==> src/shared/clr_pkg.sv <==
// constants, states and register map of the contention logon retry block
// assumes a 10 MHz aclk and a 32-bit AXI4-Lite register port
package clr_pkg;
  // ==========================================================
  // register byte addresses, low eight address bits decoded
  localparam logic [7:0] ADDR_CTRL    = 8'h00;
  localparam logic [7:0] ADDR_SF_SEL  = 8'h04;
  localparam logic [7:0] ADDR_DESC    = 8'h08;
  localparam logic [7:0] ADDR_STATUS  = 8'h0C;
  localparam logic [7:0] ADDR_TIMEOUT = 8'h10;
  localparam logic [7:0] ADDR_LIMIT   = 8'h14;
  localparam logic [7:0] ADDR_RETRY   = 8'h18;
  localparam logic [7:0] ADDR_APPL_SF = 8'h1C;
  localparam logic [7:0] ADDR_IRQ_ST  = 8'h20;
  localparam logic [7:0] ADDR_IRQ_MSK = 8'h24;
  // ==========================================================
  // field positions
  localparam int CTRL_START = 0;
  localparam int CTRL_ABORT = 1;
  localparam int STAT_LOSS  = 8;
  localparam int IRQ_W      = 5;
  localparam int EV_APPLIED = 0;
  localparam int EV_REJECT  = 1;
  localparam int EV_RESP    = 2;
  localparam int EV_COLLIDE = 3;
  localparam int EV_GIVE_UP = 4;
  // ==========================================================
  // descriptor layout, body byte index after the length byte
  localparam logic [7:0] DESC_TAG_CONTENTION = 8'hA5;
  localparam logic [7:0] BODY_SF      = 8'h00;
  localparam logic [7:0] BODY_LIM     = 8'h05;
  localparam logic [7:0] BODY_MIN_LEN = 8'h0A;
  // ==========================================================
  // reset values and timing
  localparam logic [31:0] TIMEOUT_RST = 32'h0000_1000;
  localparam logic [7:0]  LIMIT_RST   = 8'h03;
  localparam logic [31:0] RETRY_RST   = 32'h0000_0100;
  localparam logic [31:0] LFSR_SEED   = 32'h1ACE_B00C;
  localparam logic [31:0] LFSR_TAPS   = 32'h8020_0003;
  localparam logic [7:0]  PCR_DIV     = 8'h01;
  localparam logic [1:0]  RESP_OKAY   = 2'h0;
  localparam logic [1:0]  RESP_SLVERR = 2'h2;
  // ==========================================================
  typedef enum logic [2:0] {ST_IDLE, ST_WAIT, ST_DRAW, ST_BACKOFF, ST_DONE, ST_FAILED} clr_state_t;
  typedef enum logic [1:0] {P_TAG, P_LEN, P_BODY} clr_parse_t;
endpackage

==> src/shared/clr_rand_if.sv <==
// random word carrier between the core and its generator
// assumes one clock shared by both ends
`timescale 1ns/100ps
interface clr_rand_if;
  logic        step;
  logic [31:0] value;
  modport gen  (input step, output value);
  modport user (output step, input value);
endinterface
==> src/hdl/clr_core.sv <==
// contention logon retry: descriptor parser, retry engine, AXI4-Lite slave
// assumes logon_response is a one-cycle pulse synchronous to aclk
//
// The AXI4-Lite register port and the register offsets were decided locally.
`timescale 1ns/100ps
// Operation
// - first descriptor byte is an 8-bit tag selecting the descriptor kind
// - 8-bit length byte counts following bytes and bounds parsing
// - parameters apply only when the superframe label matches the selected one
// - after a burst, count response wait limit; expiry means collision
// - 32-bit interval counters cover the full documented duration
// - give up logon once failed attempts reach the attempt limit
// - after a collision wait random 0..retry bound before the next burst
// - body ends with 8-bit attempt limit then 32-bit retry bound
module clr_core import clr_pkg::*; (
  // clock and reset
  input  wire logic        aclk,
  input  wire logic        aresetn,
  // axi4-lite write
  input  wire logic [31:0] s_axi_awaddr,
  input  wire logic        s_axi_awvalid,
  output logic             s_axi_awready,
  input  wire logic [31:0] s_axi_wdata,
  input  wire logic [3:0]  s_axi_wstrb,
  input  wire logic        s_axi_wvalid,
  output logic             s_axi_wready,
  output logic [1:0]       s_axi_bresp,
  output logic             s_axi_bvalid,
  input  wire logic        s_axi_bready,
  // axi4-lite read
  input  wire logic [31:0] s_axi_araddr,
  input  wire logic        s_axi_arvalid,
  output logic             s_axi_arready,
  output logic [31:0]      s_axi_rdata,
  output logic [1:0]       s_axi_rresp,
  output logic             s_axi_rvalid,
  input  wire logic        s_axi_rready,
  // logon link
  input  wire logic        logon_response,
  output logic             logon_burst_req,
  // interrupt
  output logic             irq
);
  // ==========================================================
  // bus slave
  logic             awready_reg, wready_reg, bvalid_reg, arready_reg, rvalid_reg;
  logic             aw_held_reg, w_held_reg;
  logic [7:0]       awaddr_reg;
  logic [31:0]      wdata_reg, rdata_reg;
  logic             wlane0_reg;
  logic [1:0]       bresp_reg, rresp_reg;
  logic [IRQ_W-1:0] irq_st_reg, irq_msk_reg, ev;
  logic             irq_reg;

  wire aw_hs    = s_axi_awvalid & awready_reg;
  wire w_hs     = s_axi_wvalid & wready_reg;
  wire do_write = aw_held_reg & w_held_reg & ~bvalid_reg;
  wire ar_hs    = s_axi_arvalid & arready_reg;
  wire wr_en    = do_write & wlane0_reg;
  wire wr_ctrl  = wr_en & (awaddr_reg == ADDR_CTRL);
  wire wr_sf    = wr_en & (awaddr_reg == ADDR_SF_SEL);
  wire desc_wr  = wr_en & (awaddr_reg == ADDR_DESC);
  wire wr_ist   = wr_en & (awaddr_reg == ADDR_IRQ_ST);
  wire wr_msk   = wr_en & (awaddr_reg == ADDR_IRQ_MSK);
  wire [7:0] wb = wdata_reg[7:0];
  wire wr_hit   = (awaddr_reg <= ADDR_IRQ_MSK) && (awaddr_reg[1:0] == 2'b00);

  always_ff @(posedge aclk) begin
    if (!aresetn) begin
      awready_reg <= 1'b1;
      wready_reg  <= 1'b1;
      aw_held_reg <= 1'b0;
      w_held_reg  <= 1'b0;
      bvalid_reg  <= 1'b0;
      bresp_reg   <= RESP_OKAY;
      awaddr_reg  <= 8'h00;
      wdata_reg   <= 32'h0000_0000;
      wlane0_reg  <= 1'b0;
    end else begin
      if (aw_hs) begin
        awaddr_reg  <= s_axi_awaddr[7:0];
        aw_held_reg <= 1'b1;
        awready_reg <= 1'b0;
      end
      if (w_hs) begin
        wdata_reg  <= s_axi_wdata;
        wlane0_reg <= s_axi_wstrb[0];
        w_held_reg <= 1'b1;
        wready_reg <= 1'b0;
      end
      if (do_write) begin
        bvalid_reg  <= 1'b1;
        bresp_reg   <= wr_hit ? RESP_OKAY : RESP_SLVERR;
        aw_held_reg <= 1'b0;
        w_held_reg  <= 1'b0;
      end
      if (bvalid_reg & s_axi_bready) begin
        bvalid_reg  <= 1'b0;
        awready_reg <= 1'b1;
        wready_reg  <= 1'b1;
      end
    end
  end

  // ==========================================================
  // descriptor parser
  clr_parse_t  pst_reg;
  logic        tag_ok_reg, end_reg;
  logic [7:0]  len_reg, idx_reg, sh_sf_reg, sh_lim_reg, sf_sel_reg;
  logic [31:0] sh_to_reg, sh_rt_reg;
  logic [31:0] timeout_reg, retry_reg;
  logic [7:0]  limit_reg, appl_sf_reg;

  wire [7:0] idx_inc  = idx_reg + 8'h01;
  wire in_body        = desc_wr & (pst_reg == P_BODY);
  wire desc_end       = desc_wr & (((pst_reg == P_LEN) & (wb == 8'h00)) | ((pst_reg == P_BODY) & (idx_inc == len_reg)));
  wire body_full      = len_reg >= BODY_MIN_LEN;
  wire sf_match       = sh_sf_reg == sf_sel_reg;
  wire apply          = end_reg & tag_ok_reg & body_full & sf_match;
  wire reject         = end_reg & tag_ok_reg & ~(body_full & sf_match);

  always_ff @(posedge aclk) begin
    if (!aresetn) begin
      pst_reg    <= P_TAG;
      tag_ok_reg <= 1'b0;
      len_reg    <= 8'h00;
      idx_reg    <= 8'h00;
      end_reg    <= 1'b0;
    end else begin
      end_reg <= desc_end;
      if (desc_wr) begin
        case (pst_reg)
          P_TAG: begin
            tag_ok_reg <= (wb == DESC_TAG_CONTENTION);
            pst_reg    <= P_LEN;
          end
          P_LEN: begin
            len_reg <= wb;
            idx_reg <= 8'h00;
            pst_reg <= (wb == 8'h00) ? P_TAG : P_BODY;
          end
          P_BODY: begin
            idx_reg <= idx_inc;
            if (idx_inc == len_reg) pst_reg <= P_TAG;
          end
          default: pst_reg <= P_TAG;
        endcase
      end
    end
  end

  // shadow fields, msb first; surplus body bytes are skipped
  always_ff @(posedge aclk) begin
    if (!aresetn) begin
      sh_sf_reg  <= 8'h00;
      sh_lim_reg <= 8'h00;
      sh_to_reg  <= 32'h0000_0000;
      sh_rt_reg  <= 32'h0000_0000;
    end else if (in_body & tag_ok_reg) begin
      if (idx_reg == BODY_SF) sh_sf_reg <= wb;
      else if (idx_reg < BODY_LIM) sh_to_reg <= {sh_to_reg[23:0], wb};
      else if (idx_reg == BODY_LIM) sh_lim_reg <= wb;
      else if (idx_reg < BODY_MIN_LEN) sh_rt_reg <= {sh_rt_reg[23:0], wb};
    end
  end

  always_ff @(posedge aclk) begin
    if (!aresetn) begin
      timeout_reg <= TIMEOUT_RST;
      limit_reg   <= LIMIT_RST;
      retry_reg   <= RETRY_RST;
      appl_sf_reg <= 8'h00;
      sf_sel_reg  <= 8'h00;
    end else begin
      if (wr_sf) sf_sel_reg <= wb;
      if (apply) begin
        timeout_reg <= sh_to_reg;
        limit_reg   <= sh_lim_reg;
        retry_reg   <= sh_rt_reg;
        appl_sf_reg <= sh_sf_reg;
      end
    end
  end

  // ==========================================================
  // interval tick divider
  logic [7:0] div_reg;
  logic       tick_reg;
  wire        div_end = div_reg == PCR_DIV - 8'h01;

  always_ff @(posedge aclk) begin
    if (!aresetn) begin
      div_reg  <= 8'h00;
      tick_reg <= 1'b0;
    end else begin
      div_reg  <= div_end ? 8'h00 : div_reg + 8'h01;
      tick_reg <= div_end;
    end
  end

  // ==========================================================
  // logon retry engine
  clr_state_t  st_reg, st_next;
  logic [31:0] cnt_reg, cnt_next, delay_reg, delay_next;
  logic [7:0]  loss_reg, loss_next;
  logic        burst_next;
  clr_rand_if  rnd ();

  clr_lfsr clr_lfsr_inst (
    .aclk    (aclk),
    .aresetn (aresetn),
    .rnd     (rnd.gen)
  );

  // mask of all bits up to the bound's msb keeps draws uniform
  wire [31:0] m0      = retry_reg | (retry_reg >> 1);
  wire [31:0] m1      = m0 | (m0 >> 2);
  wire [31:0] m2      = m1 | (m1 >> 4);
  wire [31:0] m3      = m2 | (m2 >> 8);
  wire [31:0] rmask   = m3 | (m3 >> 16);
  wire [31:0] cand    = rnd.value & rmask;
  wire        start   = wr_ctrl & wb[CTRL_START];
  wire        abort   = wr_ctrl & wb[CTRL_ABORT];
  wire [31:0] cnt_inc = cnt_reg + 32'h0000_0001;
  wire [7:0]  loss_inc = loss_reg + 8'h01;
  wire        expired = cnt_reg >= timeout_reg;

  assign rnd.step = (st_reg == ST_DRAW);

  always_comb begin
    st_next    = st_reg;
    cnt_next   = cnt_reg;
    delay_next = delay_reg;
    loss_next  = loss_reg;
    burst_next = 1'b0;
    ev         = '0;
    ev[EV_APPLIED] = apply;
    ev[EV_REJECT]  = reject;
    case (st_reg)
      ST_IDLE, ST_DONE, ST_FAILED: begin
        if (start) begin
          st_next    = ST_WAIT;
          cnt_next   = 32'h0000_0000;
          loss_next  = 8'h00;
          burst_next = 1'b1;
        end
      end
      ST_WAIT: begin
        if (logon_response) begin
          st_next       = ST_DONE;
          loss_next     = 8'h00;
          ev[EV_RESP]   = 1'b1;
        end else if (expired) begin
          ev[EV_COLLIDE] = 1'b1;
          loss_next      = loss_inc;
          if (loss_inc >= limit_reg) begin
            st_next         = ST_FAILED;
            ev[EV_GIVE_UP]  = 1'b1;
          end else begin
            st_next = ST_DRAW;
          end
        end else if (tick_reg) begin
          cnt_next = cnt_inc;
        end
      end
      ST_DRAW: begin
        if (cand <= retry_reg) begin
          delay_next = cand;
          cnt_next   = 32'h0000_0000;
          st_next    = ST_BACKOFF;
        end
      end
      ST_BACKOFF: begin
        if (cnt_reg >= delay_reg) begin
          st_next    = ST_WAIT;
          cnt_next   = 32'h0000_0000;
          burst_next = 1'b1;
        end else if (tick_reg) begin
          cnt_next = cnt_inc;
        end
      end
      default: st_next = ST_IDLE;
    endcase
    if (abort) begin
      st_next    = ST_IDLE;
      burst_next = 1'b0;
    end
  end

  always_ff @(posedge aclk) begin
    if (!aresetn) begin
      st_reg          <= ST_IDLE;
      cnt_reg         <= 32'h0000_0000;
      delay_reg       <= 32'h0000_0000;
      loss_reg        <= 8'h00;
      logon_burst_req <= 1'b0;
    end else begin
      st_reg          <= st_next;
      cnt_reg         <= cnt_next;
      delay_reg       <= delay_next;
      loss_reg        <= loss_next;
      logon_burst_req <= burst_next;
    end
  end

  // ==========================================================
  // interrupt status, set wins over write-one-to-clear
  always_ff @(posedge aclk) begin
    if (!aresetn) begin
      irq_st_reg  <= '0;
      irq_msk_reg <= '0;
      irq_reg     <= 1'b0;
    end else begin
      irq_st_reg <= (irq_st_reg & ~(wr_ist ? wb[IRQ_W-1:0] : '0)) | ev;
      if (wr_msk) irq_msk_reg <= wb[IRQ_W-1:0];
      irq_reg <= |(irq_st_reg & irq_msk_reg);
    end
  end

  // ==========================================================
  // read path
  wire [7:0]  ra     = s_axi_araddr[7:0];
  wire [31:0] status = {16'h0000, loss_reg, 5'h00, st_reg};
  wire [31:0] rd_mux =
    (ra == ADDR_SF_SEL)  ? {24'h00_0000, sf_sel_reg} :
    (ra == ADDR_STATUS)  ? status :
    (ra == ADDR_TIMEOUT) ? timeout_reg :
    (ra == ADDR_LIMIT)   ? {24'h00_0000, limit_reg} :
    (ra == ADDR_RETRY)   ? retry_reg :
    (ra == ADDR_APPL_SF) ? {24'h00_0000, appl_sf_reg} :
    (ra == ADDR_IRQ_ST)  ? {27'h000_0000, irq_st_reg} :
    (ra == ADDR_IRQ_MSK) ? {27'h000_0000, irq_msk_reg} : 32'h0000_0000;
  wire rd_hit = (ra <= ADDR_IRQ_MSK) && (ra[1:0] == 2'b00);

  always_ff @(posedge aclk) begin
    if (!aresetn) begin
      arready_reg <= 1'b1;
      rvalid_reg  <= 1'b0;
      rdata_reg   <= 32'h0000_0000;
      rresp_reg   <= RESP_OKAY;
    end else if (ar_hs) begin
      rdata_reg   <= rd_mux;
      rresp_reg   <= rd_hit ? RESP_OKAY : RESP_SLVERR;
      rvalid_reg  <= 1'b1;
      arready_reg <= 1'b0;
    end else if (rvalid_reg & s_axi_rready) begin
      rvalid_reg  <= 1'b0;
      arready_reg <= 1'b1;
    end
  end

  assign s_axi_awready = awready_reg;
  assign s_axi_wready  = wready_reg;
  assign s_axi_bvalid  = bvalid_reg;
  assign s_axi_bresp   = bresp_reg;
  assign s_axi_arready = arready_reg;
  assign s_axi_rvalid  = rvalid_reg;
  assign s_axi_rdata   = rdata_reg;
  assign s_axi_rresp   = rresp_reg;
  assign irq           = irq_reg;
endmodule

==> src/hdl/clr_lfsr.sv <==
// 32-bit galois pseudo-random generator
// assumes the user raises step while it consumes values
`timescale 1ns/100ps
module clr_lfsr import clr_pkg::*; (
  // clock and reset
  input wire logic   aclk,
  input wire logic   aresetn,
  // random words
  clr_rand_if.gen    rnd
);
  logic [31:0] lfsr_reg;
  wire  [31:0] lfsr_next = {1'b0, lfsr_reg[31:1]} ^ (lfsr_reg[0] ? LFSR_TAPS : 32'h0000_0000);

  always_ff @(posedge aclk) begin
    if (!aresetn) begin
      lfsr_reg <= LFSR_SEED;
    end else if (rnd.step) begin
      lfsr_reg <= lfsr_next;
    end
  end

  assign rnd.value = lfsr_reg;
endmodule

==> config.mk <==
export PLATFORM = sky130hd
export DESIGN_NAME = clr_core
export DESIGN_NICKNAME = d
export VERILOG_FILES = /design/src/shared/clr_pkg.sv /design/src/shared/clr_rand_if.sv /design/src/hdl/clr_core.sv /design/src/hdl/clr_lfsr.sv
export SDC_FILE = /design/constraint.sdc
export NUM_CORES = 1
export LEC_CHECK = 0
export BUFFER_PORTS_ARGS = -buffer_cell sky130_fd_sc_hd__buf_2
export CAP_MARGIN = 10
export CORE_MARGIN = 8
export CORE_UTILIZATION = 55
export CTS_CLUSTER_SIZE = 8
export DETAILED_ROUTE_END_ITERATION = 6
export GPL_ROUTABILITY_DRIVEN = 0
export PLACE_DENSITY = 0.82
export SYNTH_ARGS = -nofsm -noshare
export SYNTH_HDL_FRONTEND = slang
export SYNTH_SLANG_ARGS = --single-unit
==> constraint.sdc <==
create_clock -name aclk -period 11.7 [get_ports aclk]
set_clock_uncertainty 0.1 [all_clocks]
set_input_delay 1.17 -clock aclk [delete_from_list [all_inputs] [get_ports aclk]]
set_output_delay 1.17 -clock aclk [all_outputs]
set_load 0.02 [all_outputs]
# [After elaboration in Yosys (flattened, before gate mapping)]
# Index checks and enable logic that the tools add are counted.
[totals] reg_bits=376 word_cells=202 output_inout_bits=43 in_bits=108
[classes] n_addsub=4 n_lt_le_gt_ge=9 muxes=46 n_bitwise=43 eq_ne=30 n_reduce_logical=32
[ops] op="$mux W32" count=12
[ops] op="$pmux W32 S4" count=1
[ops] op="$ge A32 B32 Y1" count=2
[ops] op="$add A32 B1 Y32 const B" count=1
[ops] op="$and A32 B32 Y32" count=1
[ops] op="$eq A8 B5 Y1 const B" count=4
[ops] op="$eq A8 B6 Y1 const B" count=4
[ops] op="$le A32 B32 Y1" count=1
[ops] op="$logic_not A8 Y1" count=4
[ops] op="$mux W8" count=4
[ops] op="$or A32 B16 Y32" count=1
[ops] op="$or A32 B24 Y32" count=1
[ops] op="$or A32 B28 Y32" count=1
[ops] op="$or A32 B30 Y32" count=1
[ops] op="$or A32 B31 Y32" count=1
[ops] op="$pmux W8 S2" count=2
[ops] op="$xor A31 B32 Y32" count=1
[ops] op="$and A1 B1 Y1" count=25
[ops] op="$add A8 B1 Y8 const B" count=3
[ops] op="$eq A8 B3 Y1 const B" count=3
[ops] op="$mux W3" count=7
[ops] op="$eq A8 B4 Y1 const B" count=2
[ops] op="$eq A8 B8 Y1" count=2
[ops] op="$le A8 B6 Y1 const B" count=2
[ops] op="other kinds (36)" count=78

# [Logic depth before layout (Yosys ltp)]
# Gate-level depths: netlist of run 1.
[logic_depth] depth_word=9 depth_mapped=19 depth_no_buf=16

# [Hierarchy]
# From an unflattened synthesis of run 1, not the netlist that was laid out.
[hier_totals] cells_unflattened=2205 area_unflattened_um2=18223.7
[by_module_without_submodules] mod="clr_core" n_inst=1 cells_each=2070 seq_area_each_um2=6846.6 area_each_um2=16812.4
[by_module_without_submodules] mod="clr_lfsr" n_inst=1 cells_each=135 seq_area_each_um2=640.6 area_each_um2=1411.4

# [Worst setup path before layout of run 1]
# OpenSTA, ideal clock, no wires.
[synth_path] path_type="register -> register" startpoint="register retry_reg[28]" endpoint="register cnt_reg[10]" n_path_buf=2 setup_time_ps=128 t_arrival_ps=4912 path_stages_with_launch=17 required_time_ps=11472 synth_period_minus_slack_ps=5139 slack_ps=6561 cell_sequence="dfxtp_1 -> or4_4 -> or3_4 -> or4_4 -> buf_6 -> or4_4 -> o31a_1 -> ha_1 -> nand4_1 -> or4_1 -> a21o_1 -> a41o_1 -> a211oi_1 -> clkbuf_1 -> nor4_1 -> xnor2_1 -> nor2_1"
[synth_between] elab_chain_len=9
[synth_rtl] element="from (decl)" line="clr_core.sv:111" source="logic [31:0] timeout_reg, retry_reg;"
[synth_rtl] element="from (signal assigned)" line="clr_core.sv:179" source="retry_reg <= sh_rt_reg;"
[synth_rtl] element="$or A32 B31 Y32" line="clr_core.sv:216" source="wire [31:0] m0 = retry_reg | (retry_reg >> 1);"
[synth_rtl] element="$or A32 B30 Y32" line="clr_core.sv:217" source="wire [31:0] m1 = m0 | (m0 >> 2);"
[synth_rtl] element="$or A32 B28 Y32" line="clr_core.sv:218" source="wire [31:0] m2 = m1 | (m1 >> 4);"
[synth_rtl] element="$or A32 B24 Y32" line="clr_core.sv:219" source="wire [31:0] m3 = m2 | (m2 >> 8);"
[synth_rtl] element="$or A32 B16 Y32" line="clr_core.sv:220" source="wire [31:0] rmask = m3 | (m3 >> 16);"
[synth_rtl] element="$and A32 B32 Y32" line="clr_core.sv:221" source="wire [31:0] cand = rnd.value & rmask;"
[synth_rtl] element="named net cand[11]" line="clr_core.sv:221"
[synth_rtl] element="$le A32 B32 Y1" line="clr_core.sv:267" source="if (cand <= retry_reg) begin"
[synth_rtl] element="$ne A2 B2 Y1 (no line)"
[synth_rtl] element="$reduce_and A5 Y1 (no line)"
[synth_rtl] element="to (signal assigned)" line="clr_core.sv:299" source="cnt_reg <= cnt_next;"
[synth_rtl] element="to (decl)" line="clr_core.sv:204" source="logic [31:0] cnt_reg, cnt_next, delay_reg, delay_next;"
# The timed path passes the listed nets, and every way through them passes these cells.
# A chain may end at the register's enable or synchronous reset.

# [Worst setup path in the final report of run 1]
[layout_path] startpoint="register retry_reg[28]" endpoint="register delay_reg[31]"
[layout_between] elab_chain_len=8
[layout_rtl] element="$or A32 B31 Y32" line="clr_core.sv:216"
[layout_rtl] element="$or A32 B30 Y32" line="clr_core.sv:217"
[layout_rtl] element="$or A32 B28 Y32" line="clr_core.sv:218"
[layout_rtl] element="$or A32 B24 Y32" line="clr_core.sv:219"
[layout_rtl] element="$or A32 B16 Y32" line="clr_core.sv:220"
[layout_rtl] element="$and A32 B32 Y32" line="clr_core.sv:221"
[layout_rtl] element="named net cand[15]" line="clr_core.sv:221"
[layout_rtl] element="$le A32 B32 Y1" line="clr_core.sv:267"
[layout_rtl] element="$reduce_and A2 Y1 (no line)"
[layout_rtl] element="to (signal assigned)" line="clr_core.sv:300" source="delay_reg <= delay_next;"
[layout_rtl] element="to (decl)" line="clr_core.sv:204"
# The timed path passes the listed nets, and every way through them passes these cells.

==> metrics.txt, run 1 <==
status=complete, no violations; Largest delay share family, worst path=simple AND/OR/NAND/NOR gates; Core ar.=32370 um^2; Total Routed Length=47.83 mm; Worst Setup Start Kind=flop; Clock Pin Slew Worst Setup and Hold Paths=0.05 ns; post_cts resized=0; most used cell, CP=or4_4; top cells by count, synth=472 x nand2_1, 374 x dfxtp_1, 283 x a21oi_1; initial antenna violation count=0; Mean Syn Cell Area=approximately 8.0 um^2; placed cells=~2700; fraction of layout cells with a size suffix above 1=under 10%; hold_buf cts=0; pwr dens=about 130 nW/um^2; unique cell type count in the Yosys netlist=76; Antenna Cells=0; area of the die=38720 um^2; Top FF cell, synth=dfxtp_1; most common cell in the synthesized netlist=nand2_1; root buf cell=clkbuf_16; initial core utilization=55.52%; DR vias/cell=around 6.0; Bufs and invs on worst path=0; top cells by area, synth=dfxtp_1 42%, nand2_1 9.9%, ha_1 7.9%; xor and xnor area share after synthesis=about 3.3%; Worst Path Max Fanout=33; Avg WL per Cell=~18 um; Required @ worst endpoint=between 10 and 15 ns; Place WS=6.049 ns; DRT iter0 DRCs=approximately 1700; GRT Resource Usage Total=23.96%; port buffer count=73; CTS Buf Count=52; Mapped Area=around 18000 um^2; EDFF count, synth=0; CP max stage cell=nand2b_2; Final nets=2487; fin cells=around 2700; mux contribution to synthesized area=under 10%; Die Y=196.8 um; setup TNS=0 ns; f_max=around 170 MHz; Final min period=between 5 and 6 ns; largest net degree at the start of global routing=approximately 150; H-Tree Depth=2; num rows=66; dominant cell type by area after synthesis=dfxtp_1; hpwl dp=about 33 mm; Yosys reg bits=roughly 370; share of synthesized registers carrying an async set or reset=0%; Routed Antenna Nets=0; Worst Hold Slack=about 0.35 ns; Fin. Hold Viols=0; worst skew pair latency=around 0.57 ns; Area Growth Syn to Fin=10.64%; final worst slack=5.952 ns; vias in the first global route=between 15000 and 20000; Crit path arrival time=6.13 ns; TritonCTS clock tree=built; CP cell instances=or4_4, or3_4, or4_4, or4_4, o31a_1, ha_1, nand4_1, or4_1, a21o_1, a41o_1, a21oi_1, nand2b_2, mux2_2, nor2_1; sequential area share after synthesis=between 40% and 50%; Yosys top cell area share=roughly two fifths; Cells after Synth=around 2300; GRT overflow=0; RSZ-0062 raised after global routing=false; Compound-Gate Fraction of Synth Area=between 10% and 20%; max_cap viols=0; Sink Count=about 370; simple-gate share of the synthesized area=a little under a quarter; DRC=0; first-pass GRT wire length=around 77 mm; Hold Crit Class=reg -> reg; CP Class=reg -> reg; fraction of the cycle the final worst path needs=49.13%; buffer depth of the longest clock path=3; worst slew pin tran=between 1 and 1.5 ns; Pleak=between 7 and 8 nW; Post-CTS Setup Inserts=0; CP max stage delay=a little under 0.8 ns; final slew viol count=0; Yosys Warn Count=0; Adder-Cell Fraction of Synth Area=around 7.9%; Final setup violation count=0; via count=~16000; largest family of logic cells by synthesized area=simple AND/OR/NAND/NOR gates; Max-slew headroom=between 10% and 20%; # IOs=151; Worst VDD drop=approximately 0.00011 V; die width=196.8 um; DRT Pass-1 Iters=7; Worst Setup End Kind=flop
==> per-layer routing <==
layer,share of wire [%],track usage (%),vias to the layer above
li1,-,-,7721
met1,40,30.13,7588
met2,47,39.86,679
met3,9.0,4.213,158
met4,4.4,10.64,0
met5,0,0,-
==> kinds of logic (layout without fill, tap and decap cells) <==
logic type      count (synthesis)  in the layout
compound gates                464            464
flops                         374            374
buf+inv                       259            268
mux                            59             59
simple gates                  919            919
xor+xnor                       67             67
fa+ha+maj                     114            114
other cells                     1              2
==> power breakdown <==
| part | switching [W] | internal (W) |
|---|---|---|
| combinational | 0.0000562 | 0.0000206 |
| clock | 0.000516 | 0.000780 |
| sequential | 0.0000131 | 0.00129 |
| total | 0.000586 | 0.00209 |
==> path summary, 6_finish.rpt <==
path	start	endpoint	slack, ns	cells after the start
setup / recovery	retry_reg[28]	delay_reg[31]	5.95	14
hold / removal	sh_to_reg[31]	timeout_reg[31]	0.35	2
setup reg to reg	retry_reg[28]	delay_reg[31]	5.95	14
hold reg to reg	sh_to_reg[31]	timeout_reg[31]	0.35	2
==> cell usage in the layout, fill, tap and decap left out, types with 7 or more instances in the layout <==
master	instances
o21ai_0	46
buf_2	73
a21o_1	8
xor2_1	15
nor2b_1	11
and2_1	9
a222oi_1	12
nand3_1	78
or4_1	7
and3_1	19
and4_1	8
ha_1	114
nand2b_1	11
nand4_1	26
clkbuf_16	52
a21oi_1	283
a221oi_1	9
a211oi_1	19
a22oi_1	23
xnor2_1	52
nand2_1	472
dfxtp_1	374
nor2_1	180
inv_1	124
or3_1	7
buf_4	14
nor4_1	39
o21a_1	10
mux2i_1	55
nor3_1	18
==> worst reg2reg max path: cells and delay by family (launching register included) <==
family                     cells  cell delay [ns]
and+or+nand+nor                8             3.58
adders and majority gates      1             0.32
muxes                          1             0.44
AOI/OAI and AO/OA              4             0.88
DFF                            1             0.36
==> layout make-up <==
class | count | area [um^2]
fillers | 2782 | 12490
multi-input cells | 1625 | 9538
flip-flops and latches | 374 | 7487
clock buffers | 54 | 1309
well taps | 442 | 553.0
inverters | 125 | 476.7
repair buffers | 87 | 470.5
clock inverters | 2 | 50.05
==> through the flow <==
step	power [W]	cell area (um^2)	util [%]
floorplan	0.001372	17980	-
global placement	0.001398	18530	57.23
detailed placement	0.001400	18530	57.23
CTS	0.002691	19880	61.43
global route	0.002756	19880	61.43
finish	0.002673	19880	61.43
No activity file was read; power rests on OpenSTA's default activity.
==> inputs of run 2 (changes only) <==
- ABC_AREA: not set -> 1
- clock period: 11.7 -> 5.7 ns (I/O delays scaled with it)
==> metrics.txt, run 2 <==
via count=18543 (+15%); vias in the first global route=17720 (+14%); most frequent cells in the layout=515 x nand2_1, 379 x a21oi_1, 373 x dfxtp_1; Fin. Hold Viols=0 (unchanged); CP max stage cell=clkinv_1; Yosys Warn Count=0 (unchanged); Final nets=2938 (+18%); Die Y=202.5 um (+2.9%); Mapped Area=19120 um^2 (+6.4%); status=complete, no violations; placed cells=3116 (+17%); worst slew pin tran=1.075 ns (-0.2488 ns); setup TNS=0 ns (unchanged); share of synthesized registers carrying an async set or reset=0% (unchanged); Largest delay share family, worst path=simple AND/OR/NAND/NOR gates; hpwl dp=37.75 mm (+13%); Register-to-Register Path Depth=27 (+13); Final min period=4.568 ns (-1.181 ns); Yosys top cell area share=39.15% (-2.5 points); fillers=2999 (+7.8%); Total Routed Length=54.26 mm (+13%); first-pass GRT wire length=87.94 mm (+14%); Critical R2R Launch=retry_reg[31]; Sink Count=374 (unchanged); commonest non-fill, non-tap cell in the layout=nand2_1; area of the die=40990 um^2 (+5.9%); H-Tree Depth=2 (unchanged); GRT Resource Usage Total=25.75% (+1.8 points); overall power=0.007587 W (+180%); worst skew pair latency=0.63 ns (+0.06 ns); f_max=218.9 MHz (+26%); Core ar.=34370 um^2 (+6.2%); largest net degree at the start of global routing=96 (-34%); critical path depth=27 (+13); setup slack, reg-to-reg=1.13 ns (-4.82 ns); Bufs and invs on worst path=4 (+4); Clock Pin Slew Worst Setup and Hold Paths=0.05 ns (about the same); CTS Buf Count=52 (unchanged); Pleak=8.881 nW (+17%); DRC=0 (unchanged); buffer depth of the longest clock path=3 (unchanged); fraction of layout cells with a size suffix above 1=6.583% (-1.2 points); Worst Setup End Kind=flop; r2r endpoint=delay_reg[23]; Critical Path Start=retry_reg[31]; Hold Crit Class=in -> reg; top cells by count, synth=515 x nand2_1, 381 x a21oi_1, 374 x dfxtp_1; Yosys reg bits=374 (unchanged); dominant cell type by area after synthesis=dfxtp_1; Cells after Synth=2704 (+20%); Avg WL per Cell=17.10 um (-3.2%); # IOs=151 (unchanged); GRT overflow=0 (unchanged); root buf cell=clkbuf_16; Max-slew headroom=28.19% (+17 points); max_cap viols=0 (unchanged); DRT iter0 DRCs=1677 (-0.36%); Required @ worst endpoint=6.06 ns (-6.02 ns); Antenna Cells=0 (unchanged); Crit path arrival time=4.93 ns (-1.20 ns); TritonCTS clock tree=built; Area Growth Syn to Fin=10.23%; final slew viol count=0 (unchanged); fraction of the cycle the final worst path needs=80.14% (+31 points); CP Class=reg -> reg; Top FF cell, synth=dfxtp_1; DR vias/cell=5.842 (-2.0%); EDFF count, synth=0 (unchanged); Worst Setup Start Kind=flop; RSZ-0062 raised after global routing=false; Routed Antenna Nets=0 (unchanged); num rows=68 (+3.0%); die width=202.5 um (+2.9%); pwr dens=359.9 nW/um^2 (+170%); Worst VDD drop=0.0004115 V (+280%); most used cell, CP=nand2_1; fin cells=3174 (+17%); unique cell type count in the Yosys netlist=47 (-38%); Setup crit end=delay_reg[23]; DRT Pass-1 Iters=6 (-1); hold_buf cts=0 (unchanged); most common cell in the synthesized netlist=nand2_1; port buffer count=73 (unchanged); Final setup violation count=0 (unchanged); sequential area share after synthesis=39.15% (-2.5 points); Worst Path Max Fanout=27 (-18%); initial antenna violation count=1 (+1); CP max stage delay=0.63 ns (-0.16 ns); Worst Hold Slack=0.09876 ns (-0.2541 ns); Mean Syn Cell Area=7.072 um^2 (-11%); Post-CTS Setup Inserts=0 (unchanged); Worst Hold Path Cells=3 (+1); top cells by area, synth=dfxtp_1 39%, nand2_1 10%, a21oi_1 10%; post_cts resized=0 (unchanged); initial core utilization=55.63% (+0.11 points)
[run 2: cell count changes in the layout (fill, tap and decap cells not counted), moves of 43 or more]
| cell | before | now |
|---|---|---|
| inv_1 | 124 | 298 |
| nand2_1 | 472 | 515 |
| a21oi_1 | 283 | 379 |
| o21ai_0 | 46 | 261 |
| mux2i_1 | 55 | 0 |
| nor2_1 | 180 | 266 |
[run 2: where the power goes]
part,switching [W],internal (W)
Sequential,0.000159,0.00281
Combinational,0.00137,0.000516
Clock,0.00112,0.00161
Total,0.00265,0.00494
[run 2: cells by family after synthesis]
logic type	after synthesis	share of synthesized area [%]
XOR/XNOR	40	1.832
AND/OR/NAND/NOR	993	21.99
other	1	0.01961
adder cells (fa/ha/maj)	114	7.459
flip-flops	374	39.15
AO/OA/AOI/OAI	742	20.63
buffers and inverters	440	8.912
[run 2: final cells by class]
type | instances | area, um^2 | area share [%]
multi-input combinational | 1891 | 9970 | 47.30
sequential | 374 | 7488 | 35.53
clock buffer | 54 | 1309 | 6.209
inverter | 308 | 1159 | 5.497
tap | 455 | 569.3 | 2.701
timing repair buffer | 89 | 508.0 | 2.410
clock inverter | 3 | 76.32 | 0.3621
[run 2: worst reg2reg max path: cells and delay by family, from the launching register on]
kind	cells	cell delay, ns
AO/OA/AOI/OAI	4	0.81
flip-flops	1	0.33
AND/OR/NAND/NOR	18	2.04
buffers and inverters	4	0.83
adder cells (fa/ha/maj)	1	0.32
[run 2: metrics by stage]
stage          setup WS (ns)  util [%]  instance area [um^2]
2_1_floorplan          2.369         -                 19130
3_3_place_gp           1.481     57.21                 19670
3_5_place_dp           1.354     57.21                 19670
4_1_cts                1.267     61.24                 21050
5_1_grt               0.5985     61.32                 21080
6_report               1.132     61.32                 21080
[run 2: worst min path at each step]
stage,slack (ns),to,start
after floorplan,0.32,div_reg[0],div_reg[0]
after global routing,0.12,awaddr_reg[6],s_axi_awaddr[6]
final,0.1,s_axi_wready,s_axi_bready
after detailed placement,0.34,div_reg[0],div_reg[0]
after CTS,0.10,s_axi_awready,s_axi_bready
after global placement,0.33,div_reg[0],div_reg[0]
[run 2: layer usage]
layer	wire [um]	share of wire, %	vias up	GRT usage [%]
met1	22090	41	8434	31.25
met4	3457	6.4	2	16.01
met5	12	0.022	-	0
met3	4373	8.1	229	4.877
li1	-	-	9011	-
met2	24330	45	867	41.78
